File: config.mk
export PLATFORM = sky130hd
export DESIGN_NAME = asr_uart
export DESIGN_NICKNAME = d
export VERILOG_FILES = /design/src/rtl/asr_pkg.sv /design/src/rtl/asr_uart.sv
export SDC_FILE = /design/constraint.sdc
export NUM_CORES = 1
export LEC_CHECK = 0
export BUFFER_PORTS_ARGS = -buffer_cell sky130_fd_sc_hd__buf_4
export CAP_MARGIN = 30
export CORE_MARGIN = 3
export CORE_UTILIZATION = 54
export DETAILED_ROUTE_END_ITERATION = 7
export PLACE_DENSITY = 0.81
export SETUP_SLACK_MARGIN = 0.1
export SLEW_MARGIN = 20
export SYNTH_ARGS = -nofsm -noshare
export SYNTH_HDL_FRONTEND = slang
export SYNTH_SLANG_ARGS = --single-unit
File: constraint.sdc
create_clock -name hclk -period 2.6 [get_ports hclk]
set_input_delay 0.65 -clock hclk [delete_from_list [all_inputs] [get_ports hclk]]
set_output_delay 0.65 -clock hclk [all_outputs]
set_load 0.01 [all_outputs]
File: src/rtl/asr_pkg.sv
// package of constants and carrier types for the async serial receiver/transmitter
package asr_pkg;
    localparam int unsigned ASR_TICKS_PER_BIT = 16;
    localparam int unsigned ASR_MID_BIT = 8;
    localparam logic [3:0] ASR_TICK_LAST = 4'hF;
    localparam logic [3:0] ASR_TICK_MID = 4'h7;
    localparam logic [3:0] ASR_WLEN_BASE = 4'h5;
    localparam logic [7:0] ASR_RX_DATA_RST = 8'h00;
    localparam logic [31:0] ASR_REG_CTRL = 32'h0000_0000;
    localparam logic [31:0] ASR_REG_TXDATA = 32'h0000_0004;
    localparam logic [31:0] ASR_REG_RXDATA = 32'h0000_0008;
    localparam logic [31:0] ASR_REG_STATUS = 32'h0000_000C;
    localparam int unsigned ASR_CTRL_WLS_LO = 0;
    localparam int unsigned ASR_CTRL_WLS_HI = 1;
    localparam int unsigned ASR_CTRL_PEVEN = 2;
    localparam int unsigned ASR_CTRL_PINH = 3;
    localparam int unsigned ASR_CTRL_STOP2 = 4;
    localparam int unsigned ASR_CTRL_CRL = 5;
    localparam int unsigned ASR_CTRL_ROD = 6;
    localparam int unsigned ASR_CTRL_SFD = 7;
    localparam int unsigned ASR_CTRL_MR = 8;
    localparam int unsigned ASR_TX_LOAD = 8;
    localparam logic [8:0] ASR_CTRL_RST = 9'h020;
    localparam logic [8:0] ASR_TXDATA_RST = 9'h100;

    typedef struct packed {
        logic word_length_sel_lo;
        logic word_length_sel_hi;
        logic parity_even_select;
        logic parity_inhibit;
        logic stop_count_select;
    } asr_cfg_s;

    typedef struct packed {
        logic parity_error_flag;
        logic framing_error_flag;
        logic overrun_flag;
        logic data_available;
        logic transmit_buffer_empty;
    } asr_flags_s;

    typedef enum logic [1:0] {ASR_IDLE, ASR_DATA, ASR_PAR, ASR_STOP} asr_st_e;
endpackage : asr_pkg

File: src/rtl/asr_uart.sv
// async serial receiver/transmitter with AHB-Lite pin-model registers
//
// Chosen here: the placing of the registers and the AHB-Lite interface to the registers.
`timescale 1ns/1ns
module asr_uart (
    input wire logic hclk,
    input wire logic hresetn,
    input wire logic hsel,
    input wire logic [31:0] haddr,
    input wire logic [1:0] htrans,
    input wire logic hwrite,
    input wire logic [2:0] hsize,
    input wire logic [31:0] hwdata,
    input wire logic hready,
    output logic [31:0] hrdata,
    output logic hreadyout,
    output logic hresp,
    input wire logic transmit_clock,
    input wire logic receive_clock,
    input wire logic serial_in,
    output logic serial_out,
    output logic transmit_shifter_empty,
    output asr_pkg::asr_flags_s flags_out,
    output logic [4:0] flags_oe_n,
    output logic [7:0] receive_parallel_out,
    output logic [7:0] receive_out_oe_n
);
    import asr_pkg::*;

    // ************************************************************
    // bus slave
    // ************************************************************
    logic ap_wr_r, ap_rd_r;
    logic [3:0] ap_addr_r;
    logic [8:0] ctrl_r;
    logic [8:0] txw_r;
    logic [31:0] rdata_nxt;
    asr_cfg_s cfg_r;
    asr_flags_s flg;
    logic tx_ld_n, crl_cmd, receive_output_disable, flag_output_disable, mr;
    logic tsh_empty_r;
    logic [7:0] rx_buf_r;
    logic drr_n;
    wire ap_go = hsel && hready && htrans[1];
    // only the low sixteen bytes decode; anything above reads zero and drops writes
    wire ap_hit = (haddr[31:4] == 28'h0000000);

    assign hreadyout = 1'b1;
    assign hresp = 1'b0;

    always_ff @(posedge hclk or negedge hresetn) begin
        if (!hresetn) begin
            ap_wr_r <= 1'b0;
            ap_rd_r <= 1'b0;
            ap_addr_r <= 4'h0;
        end else begin
            ap_wr_r <= ap_go && ap_hit && hwrite;
            ap_rd_r <= ap_go && ap_hit && !hwrite;
            ap_addr_r <= haddr[3:0];
        end
    end

    always_ff @(posedge hclk or negedge hresetn) begin
        if (!hresetn) begin
            ctrl_r <= ASR_CTRL_RST;
            txw_r <= ASR_TXDATA_RST;
        end else if (ap_wr_r && ap_addr_r == ASR_REG_CTRL[3:0]) begin
            ctrl_r <= hwdata[8:0];
        end else if (ap_wr_r && ap_addr_r == ASR_REG_TXDATA[3:0]) begin
            txw_r <= hwdata[8:0];
        end
    end

    assign tx_ld_n = txw_r[ASR_TX_LOAD];
    assign crl_cmd = ctrl_r[ASR_CTRL_CRL];
    assign receive_output_disable = ctrl_r[ASR_CTRL_ROD];
    assign flag_output_disable = ctrl_r[ASR_CTRL_SFD];
    assign mr = ctrl_r[ASR_CTRL_MR];

    // decoded from the live address phase
    always_comb begin
        rdata_nxt = 32'h0000_0000;
        case (haddr[3:0])
            ASR_REG_CTRL[3:0]: rdata_nxt = {23'h000000, ctrl_r};
            ASR_REG_TXDATA[3:0]: rdata_nxt = {23'h000000, txw_r};
            ASR_REG_RXDATA[3:0]: rdata_nxt = {24'h000000, rx_buf_r};
            ASR_REG_STATUS[3:0]: rdata_nxt = {26'h0000000, tsh_empty_r, flg};
            default: rdata_nxt = 32'h0000_0000;
        endcase
    end

    // loaded at the address phase edge so the word stands through the data phase;
    // a write or flag change landing on that same edge is not yet seen
    always_ff @(posedge hclk or negedge hresetn) begin
        if (!hresetn) begin
            hrdata <= 32'h0000_0000;
        end else begin
            hrdata <= (ap_go && ap_hit && !hwrite) ? rdata_nxt : 32'h0000_0000;
        end
    end

    // ************************************************************
    // control latch and synchronisers
    // ************************************************************
    // latch while strobe high
    always_ff @(posedge hclk or negedge hresetn) begin
        if (!hresetn) begin
            cfg_r <= '0;
        end else if (crl_cmd) begin
            cfg_r <= {ctrl_r[ASR_CTRL_WLS_LO], ctrl_r[ASR_CTRL_WLS_HI],
                ctrl_r[ASR_CTRL_PEVEN], ctrl_r[ASR_CTRL_PINH], ctrl_r[ASR_CTRL_STOP2]};
        end
    end

    logic [2:0] s1_r, s2_r;
    logic tck_d_r, rck_d_r;
    always_ff @(posedge hclk or negedge hresetn) begin
        if (!hresetn) begin
            s1_r <= 3'h7;
            s2_r <= 3'h7;
            tck_d_r <= 1'b1;
            rck_d_r <= 1'b1;
        end else begin
            s1_r <= {transmit_clock, receive_clock, serial_in};
            s2_r <= s1_r;
            tck_d_r <= s2_r[2];
            rck_d_r <= s2_r[1];
        end
    end
    // a tick is a rising edge of a synchronised bit clock; each half period
    // of that clock must span several hclk cycles or ticks are lost
    wire t_tick = s2_r[2] && !tck_d_r;
    wire r_tick = s2_r[1] && !rck_d_r;
    wire rx_line = s2_r[0];

    wire [3:0] wlen = ASR_WLEN_BASE + {2'b00, cfg_r.word_length_sel_hi,
        cfg_r.word_length_sel_lo};
    // keeps only the configured low-order bits of a word
    wire [7:0] wmask = 8'hFF >> (4'h8 - wlen);

    // ************************************************************
    // transmitter
    // ************************************************************
    logic [7:0] thr_r, tsr_r;
    logic tbuf_full_r, tld_d_r, pend_r;
    asr_st_e tst_r;
    logic [3:0] ttk_r, tbit_r;
    logic tpar_r, tout_r, tbe_r;
    wire tx_idle = (tst_r == ASR_IDLE);
    wire tld_rise = tx_ld_n && !tld_d_r;

    always_ff @(posedge hclk or negedge hresetn) begin
        if (!hresetn) begin
            thr_r <= 8'h00;
            tld_d_r <= 1'b1;
        end else if (mr) begin
            thr_r <= 8'h00;
            tld_d_r <= 1'b1;
        end else begin
            tld_d_r <= tx_ld_n;
            if (!tx_ld_n) begin
                thr_r <= txw_r[7:0] & wmask;
            end
        end
    end

    always_ff @(posedge hclk or negedge hresetn) begin
        if (!hresetn) begin
            tst_r <= ASR_IDLE;
            pend_r <= 1'b0;
            tsr_r <= 8'h00;
            ttk_r <= 4'h0;
            tbit_r <= 4'h0;
            tpar_r <= 1'b0;
            tout_r <= 1'b1;
            tsh_empty_r <= 1'b1;
        end else if (mr) begin
            tst_r <= ASR_IDLE;
            pend_r <= 1'b0;
            tout_r <= 1'b1;
            tsh_empty_r <= 1'b1;
            ttk_r <= 4'h0;
        end else begin
            if (tld_rise) begin
                pend_r <= 1'b1;
            end
            // the move waits for a tick after the strobe edge, so buffer-empty drops first
            if (tx_idle && pend_r && t_tick) begin
                pend_r <= 1'b0;
                tsr_r <= thr_r;
                tpar_r <= ~cfg_r.parity_even_select;
                tout_r <= 1'b0;
                tsh_empty_r <= 1'b0;
                tbit_r <= 4'h0;
                ttk_r <= 4'h0;
                tst_r <= ASR_DATA;
            end else if (!tx_idle && t_tick) begin
                ttk_r <= ttk_r + 4'h1;
                if (ttk_r == ASR_TICK_LAST) begin
                    case (tst_r)
                        ASR_DATA: begin
                            if (tbit_r == wlen) begin
                                tst_r <= cfg_r.parity_inhibit ? ASR_STOP : ASR_PAR;
                                tout_r <= cfg_r.parity_inhibit ? 1'b1 : tpar_r;
                                tbit_r <= 4'h0;
                            end else begin
                                tout_r <= tsr_r[0];
                                tpar_r <= tpar_r ^ tsr_r[0];
                                tsr_r <= tsr_r >> 1;
                                tbit_r <= tbit_r + 4'h1;
                            end
                        end
                        ASR_PAR: begin
                            tst_r <= ASR_STOP;
                            tout_r <= 1'b1;
                        end
                        ASR_STOP: begin
                            if (tbit_r == {3'h0, cfg_r.stop_count_select}) begin
                                tst_r <= ASR_IDLE;
                                tsh_empty_r <= 1'b1;
                            end else begin
                                tbit_r <= tbit_r + 4'h1;
                            end
                        end
                        default: tst_r <= ASR_IDLE;
                    endcase
                end
            end
        end
    end
    // data bit 0 goes out after the start bit: ASR_DATA counts start as step 0

    // a pulse during a character keeps the flag low until the end-of-character move
    // buffer empty low from pulse until moved
    always_ff @(posedge hclk or negedge hresetn) begin
        if (!hresetn) begin
            tbe_r <= 1'b1;
        end else if (mr) begin
            tbe_r <= 1'b1;
        end else if (tld_rise) begin
            tbe_r <= 1'b0;
        end else if (tx_idle && pend_r && t_tick) begin
            tbe_r <= 1'b1;
        end
    end

    assign serial_out = tout_r;
    assign transmit_shifter_empty = tsh_empty_r;

    // ************************************************************
    // receiver
    // ************************************************************
    asr_st_e rst_r;
    logic [3:0] rtk_r, rbit_r;
    logic [7:0] rsr_r;
    logic rpar_r, rline_d_r;
    logic pe_r, fe_r, oe_r, dr_r;
    wire rmid = r_tick && rtk_r == ASR_TICK_MID;

    assign drr_n = ~(ap_rd_r && ap_addr_r == ASR_REG_RXDATA[3:0]);

    // rbit of all ones marks the start-bit check at the first mid-bit
    // sampling engine
    always_ff @(posedge hclk or negedge hresetn) begin
        if (!hresetn) begin
            rst_r <= ASR_IDLE;
            rtk_r <= 4'h0;
            rbit_r <= 4'h0;
            rsr_r <= 8'h00;
            rpar_r <= 1'b0;
            rline_d_r <= 1'b1;
        end else begin
            rline_d_r <= rx_line;
            if (rst_r == ASR_IDLE) begin
                rtk_r <= 4'h0;
                rbit_r <= 4'hF;
                // idle line high, fall marks start
                if (rline_d_r && !rx_line) begin
                    rst_r <= ASR_DATA;
                end
            end else if (r_tick) begin
                rtk_r <= rtk_r + 4'h1;
                if (rtk_r == ASR_TICK_MID) begin
                    case (rst_r)
                        ASR_DATA: begin
                            if (rbit_r == 4'hF) begin
                                if (rx_line) begin
                                    rst_r <= ASR_IDLE;
                                end
                                rsr_r <= 8'h00;
                                rpar_r <= ~cfg_r.parity_even_select;
                                rbit_r <= 4'h0;
                            end else begin
                                rsr_r[rbit_r[2:0]] <= rx_line;
                                rpar_r <= rpar_r ^ rx_line;
                                rbit_r <= rbit_r + 4'h1;
                                if (rbit_r + 4'h1 == wlen) begin
                                    rst_r <= cfg_r.parity_inhibit ? ASR_STOP : ASR_PAR;
                                end
                            end
                        end
                        ASR_PAR: begin
                            rpar_r <= rpar_r ^ rx_line;
                            rst_r <= ASR_STOP;
                        end
                        ASR_STOP: rst_r <= ASR_IDLE;
                        default: rst_r <= ASR_IDLE;
                    endcase
                end
            end
        end
    end

    // data and error flags land together, at the first stop sample
    wire rx_done = rmid && rst_r == ASR_STOP;

    // holding buffer kept through master reset
    always_ff @(posedge hclk or negedge hresetn) begin
        if (!hresetn) begin
            rx_buf_r <= ASR_RX_DATA_RST;
        end else if (rx_done) begin
            rx_buf_r <= rsr_r & wmask;
        end
    end

    // a word arriving in the reading cycle wins: data-available stays set, no overrun
    // status flags
    always_ff @(posedge hclk or negedge hresetn) begin
        if (!hresetn) begin
            pe_r <= 1'b0;
            fe_r <= 1'b0;
            oe_r <= 1'b0;
            dr_r <= 1'b0;
        end else if (mr) begin
            pe_r <= 1'b0;
            fe_r <= 1'b0;
            oe_r <= 1'b0;
            dr_r <= 1'b0;
        end else if (rx_done) begin
            pe_r <= !cfg_r.parity_inhibit && rpar_r;
            fe_r <= !rx_line;
            oe_r <= dr_r && drr_n;
            dr_r <= 1'b1;
        end else if (!drr_n) begin
            dr_r <= 1'b0;
        end
    end

    // ************************************************************
    // three-state outputs
    // ************************************************************
    assign flg = '{parity_error_flag: pe_r, framing_error_flag: fe_r,
        overrun_flag: oe_r, data_available: dr_r, transmit_buffer_empty: tbe_r};
    assign flags_out = flg;
    // enables are low while driven; the level above resolves the float
    // flag outputs float
    assign flags_oe_n = {5{flag_output_disable}};
    assign receive_parallel_out = rx_buf_r;
    assign receive_out_oe_n = {8{receive_output_disable}};
endmodule : asr_uart

==> summary by stage <==
Run status
The flow ran to the end, and the final reports show no timing, DRC or antenna violations.

STA
The worst path setup slack after routing is 0.196 ns. The clock arrives with around 0.013 ns of skew. The final period demand of the worst path is around 2.4 ns. The slew of the pin with the lowest slew margin is ~0.83 ns. The count of endpoints failing hold in the final timing report was 0. The count of pins over their slew limit came to 0.

Setup repair after global routing left no endpoint under its margin. The worst max-slew margin expressed relative to the limit is ~45%. The total of endpoints with negative setup slack in the final report is 0. After routing, the total negative slack on setup checks comes to 0 ns. The final critical path takes up approximately 92% of the cycle. Timing would allow up to 0.416 GHz.

Power
The power per cell area is ~650 nW/µm². The power consumption is ~4200 µW. For this design the static power due to leakage is 0.00308 µW.

The worst-case vdd ir drop is 456 µV.

Drt
For this run, design rule violations remaining after detail routing come to 0. The average detailed-routed wire length per instance is roughly 17 µm. The total wire length after detailed routing is between 10 and 15 mm. Dividing the detail-routed via count by the number of cells gives roughly 5.5.

The total via count after detailed routing is 4,100. For this block, the initial DRC count from the detailed router was around 320. The first-pass detailed-route iteration total is 6. The final antenna-violating net count is 0.

Clocking
The maximum level of the CTS H-tree is 3. The clock-pin slew of the registers on the worst-case setup and hold paths is about 0.1 ns. Buffers inserted during clock tree synthesis total 9. At the later pin of the worst-skew pair, clock insertion delay measures about 0.37 ns.

TritonCTS built the clock tree. The maximum buffer depth of the clock tree is 2. The number of sinks handled by clock tree synthesis is 110. The clock tree root buffer cell is sky130_fd_sc_hd__clkbuf_8.

Global routing
The pin count of the biggest net entering global routing is between 60 and 70. The initial antenna violation count came to 0. The global-route wire length before repair is between 20 and 25 mm. Global routing used 21.8% of the available tracks. The number of global-route vias before repair is 4,008. The sum of overflow across all layers after global routing is 0.

Critical path
The type of element launching the critical path is a flop. The required arrival time at the worst endpoint is 2.87 ns. The worst setup path is captured at a flop. The data arrival time of the critical path is 2.67 ns. The highest fanout seen on the critical path is 5. The critical path is of the flop to flop type.

Yosys
The multiplexer area fraction after synthesis is roughly a tenth. The library cell with the largest summed area after synthesis is sky130_fd_sc_hd__dfrtp_1. In this run the mean area of a mapped cell was around 10 µm².

The portion of the post-synthesis area used by sequential elements is about half. The cell count after synthesis is about 540. Ranked by instance count, the synthesized netlist is headed by sky130_fd_sc_hd__dfrtp_1, sky130_fd_sc_hd__nand2_1, sky130_fd_sc_hd__buf_4. The synthesized netlist devotes a little under a tenth of its cell area to compound gates.

For this run, the number of Yosys warnings is 0. The synthesized design devotes to its leading area cell type between 40% and 50% of total area. The number of unique standard cell types used by synthesis is just over 60. Of all flip-flops after synthesis, the portion carrying an async set or reset was between 90% and 100%.

After Yosys synthesis, XOR and XNOR cells account for under 10% of the synthesized area. The mapped netlist covers 5610 µm². Of the total synthesized cell area, the portion taken by AND, OR, NAND and NOR gates is 16.1%. The post-synthesis sequential element count is 110. Sorting the synthesized cells by area gives the leading types as sky130_fd_sc_hd__dfrtp_1, sky130_fd_sc_hd__dfstp_2, sky130_fd_sc_hd__mux2_2, sky130_fd_sc_hd__buf_4, sky130_fd_sc_hd__ha_1.

For this run, the leading register cell type out of synthesis is sky130_fd_sc_hd__dfrtp_1. Among all cell types in the netlist, the one instantiated most often is sky130_fd_sc_hd__dfrtp_1. The number of synthesized flops with an enable pin is 0.

After Yosys synthesis, full adders, half adders and majority gates account for approximately 4% of the synthesized area. The dominant combinational cell family by area after synthesis is simple AND/OR/NAND/NOR gates.

Layout
Relative to the synthesized area, the layout overhead comes to 13.8%. The final layout contains 700 nets. The antenna diode count is 0.

The share of layout cells above drive strength 1 is between 20% and 30%.

Placement
The count of buffers added on input and output ports is 86. The final weighted congestion of routability-driven global placement is approximately 0.88. The minimum setup slack after placement is approximately 0.052 ns. The total half-perimeter wirelength after legalization and detailed placement is slightly above 9 mm.

Job
The max-cap check violation count is 0.

Worst hold path
The type of the most critical hold path is primary input to async pin.

Floorplan
Measured along the y axis, the die boundary spans around 110 µm. Measured along the x axis, the die boundary spans between 100 and 150 µm. The number of standard-cell rows in the floorplan is 36.

After floorplanning, the core was sized to cover around 10000 µm². The die covers roughly 12,000 µm². The number of placed I/O pins is approximately 140. For this configuration, the core starts out at a cell density of a little under three fifths.
[critical path, cell delays in order (launching register included)]
cell,delay (ns)
sky130_fd_sc_hd__dfrtp_1,0.46
sky130_fd_sc_hd__inv_1,0.09
sky130_fd_sc_hd__ha_1,0.39
sky130_fd_sc_hd__xnor2_1,0.19
sky130_fd_sc_hd__o211ai_1,0.21
sky130_fd_sc_hd__buf_4,0.20
sky130_fd_sc_hd__a222oi_1,0.34
sky130_fd_sc_hd__buf_4,0.19
sky130_fd_sc_hd__nor2_1,0.04
sky130_fd_sc_hd__a211oi_1,0.20
[state kept, by name, indices dropped and copies added (netlist names), 5 cells and up]
signal	count
txw_r	9
rsr_r	8
cfg_r	5
hrdata	9
ctrl_r	9
tsr_r	8
receive_parallel_out	8
thr_r	8
[worst paths after layout]
check,start,endpoint,slack [ns],cells after the start
min in group hclk,s1_r[1],s2_r[1],0.36,0
worst min register to register,s1_r[1],s2_r[1],0.36,0
worst max-delay path,cfg_r[3],tst_r[0],0.20,9
worst min-delay path,hresetn,ttk_r[0],0.15,1
max in group asynchronous,hresetn,serial_out,1.77,2
worst max register to register,cfg_r[3],tst_r[0],0.20,9
[kinds of logic after synthesis]
family,Yosys count
and+or+nand+nor,177
DFF,110
AOI/OAI and AO/OA,86
buffers and inverters,85
muxes,46
adders and majority gates,18
xor gates and xnor gates,13
other,2
[metrics by stage]
step | hold WS (ns) | utilization [%] | area, µm² | cells
after floorplan | 0.345 | - | 5690 | 560
after global placement | 0.346 | 62.1 | 6180 | 724
after detailed placement | 0.348 | 62.1 | 6180 | 724
after CTS | 0.153 | 63.9 | 6360 | 740
after global routing | 0.161 | 64.1 | 6380 | 743
final | 0.153 | 64.1 | 6380 | 743
[layout by cell type, fill, tap and decap left out, drive strengths merged, types with 8 or more instances in the layout]
cell type  instances
conb              25
nand3             14
mux2i              9
dfrtp             95
mux2              31
nor2              41
dfstp             15
inv               22
nor3               8
buf               99
nor2b             10
xor2               9
o21ai             36
nand2             53
a21oi             21
ha                18
nand2b             8
clkbuf            10
[repair_timing]
action                                  4_1_cts  5_1_grt
resized for setup                             0        0
endpoints found under the setup margin        0        9
hold buffers                                  0        0
setup buffers                                 0        3
[cell type report]
cell class	count	area, µm²
repair buffers	99	756
clock buffers	10	138
clock inverters	6	43.8
inverters	20	75.1
fillers	775	3570
flip-flops and latches	110	2770
well taps	133	166
multi-input cells	365	2430
[report_power, final]
group          internal (µW)  switching [µW]  total (µW)
combinational            490             574        1060
sequential              1920             221        2140
clock                    381             599         979
total                   2790            1390        4180
[metal layers]
layer	up-vias	GRT usage, %	share of wire (%)
li1	1922	-	-
met1	2017	30.1	43
met2	134	35.3	50
met3	27	3.42	5.1
met4	0	7.30	2.0
met5	-	0	0
Note: power is estimated with default switching activity, not from simulation.
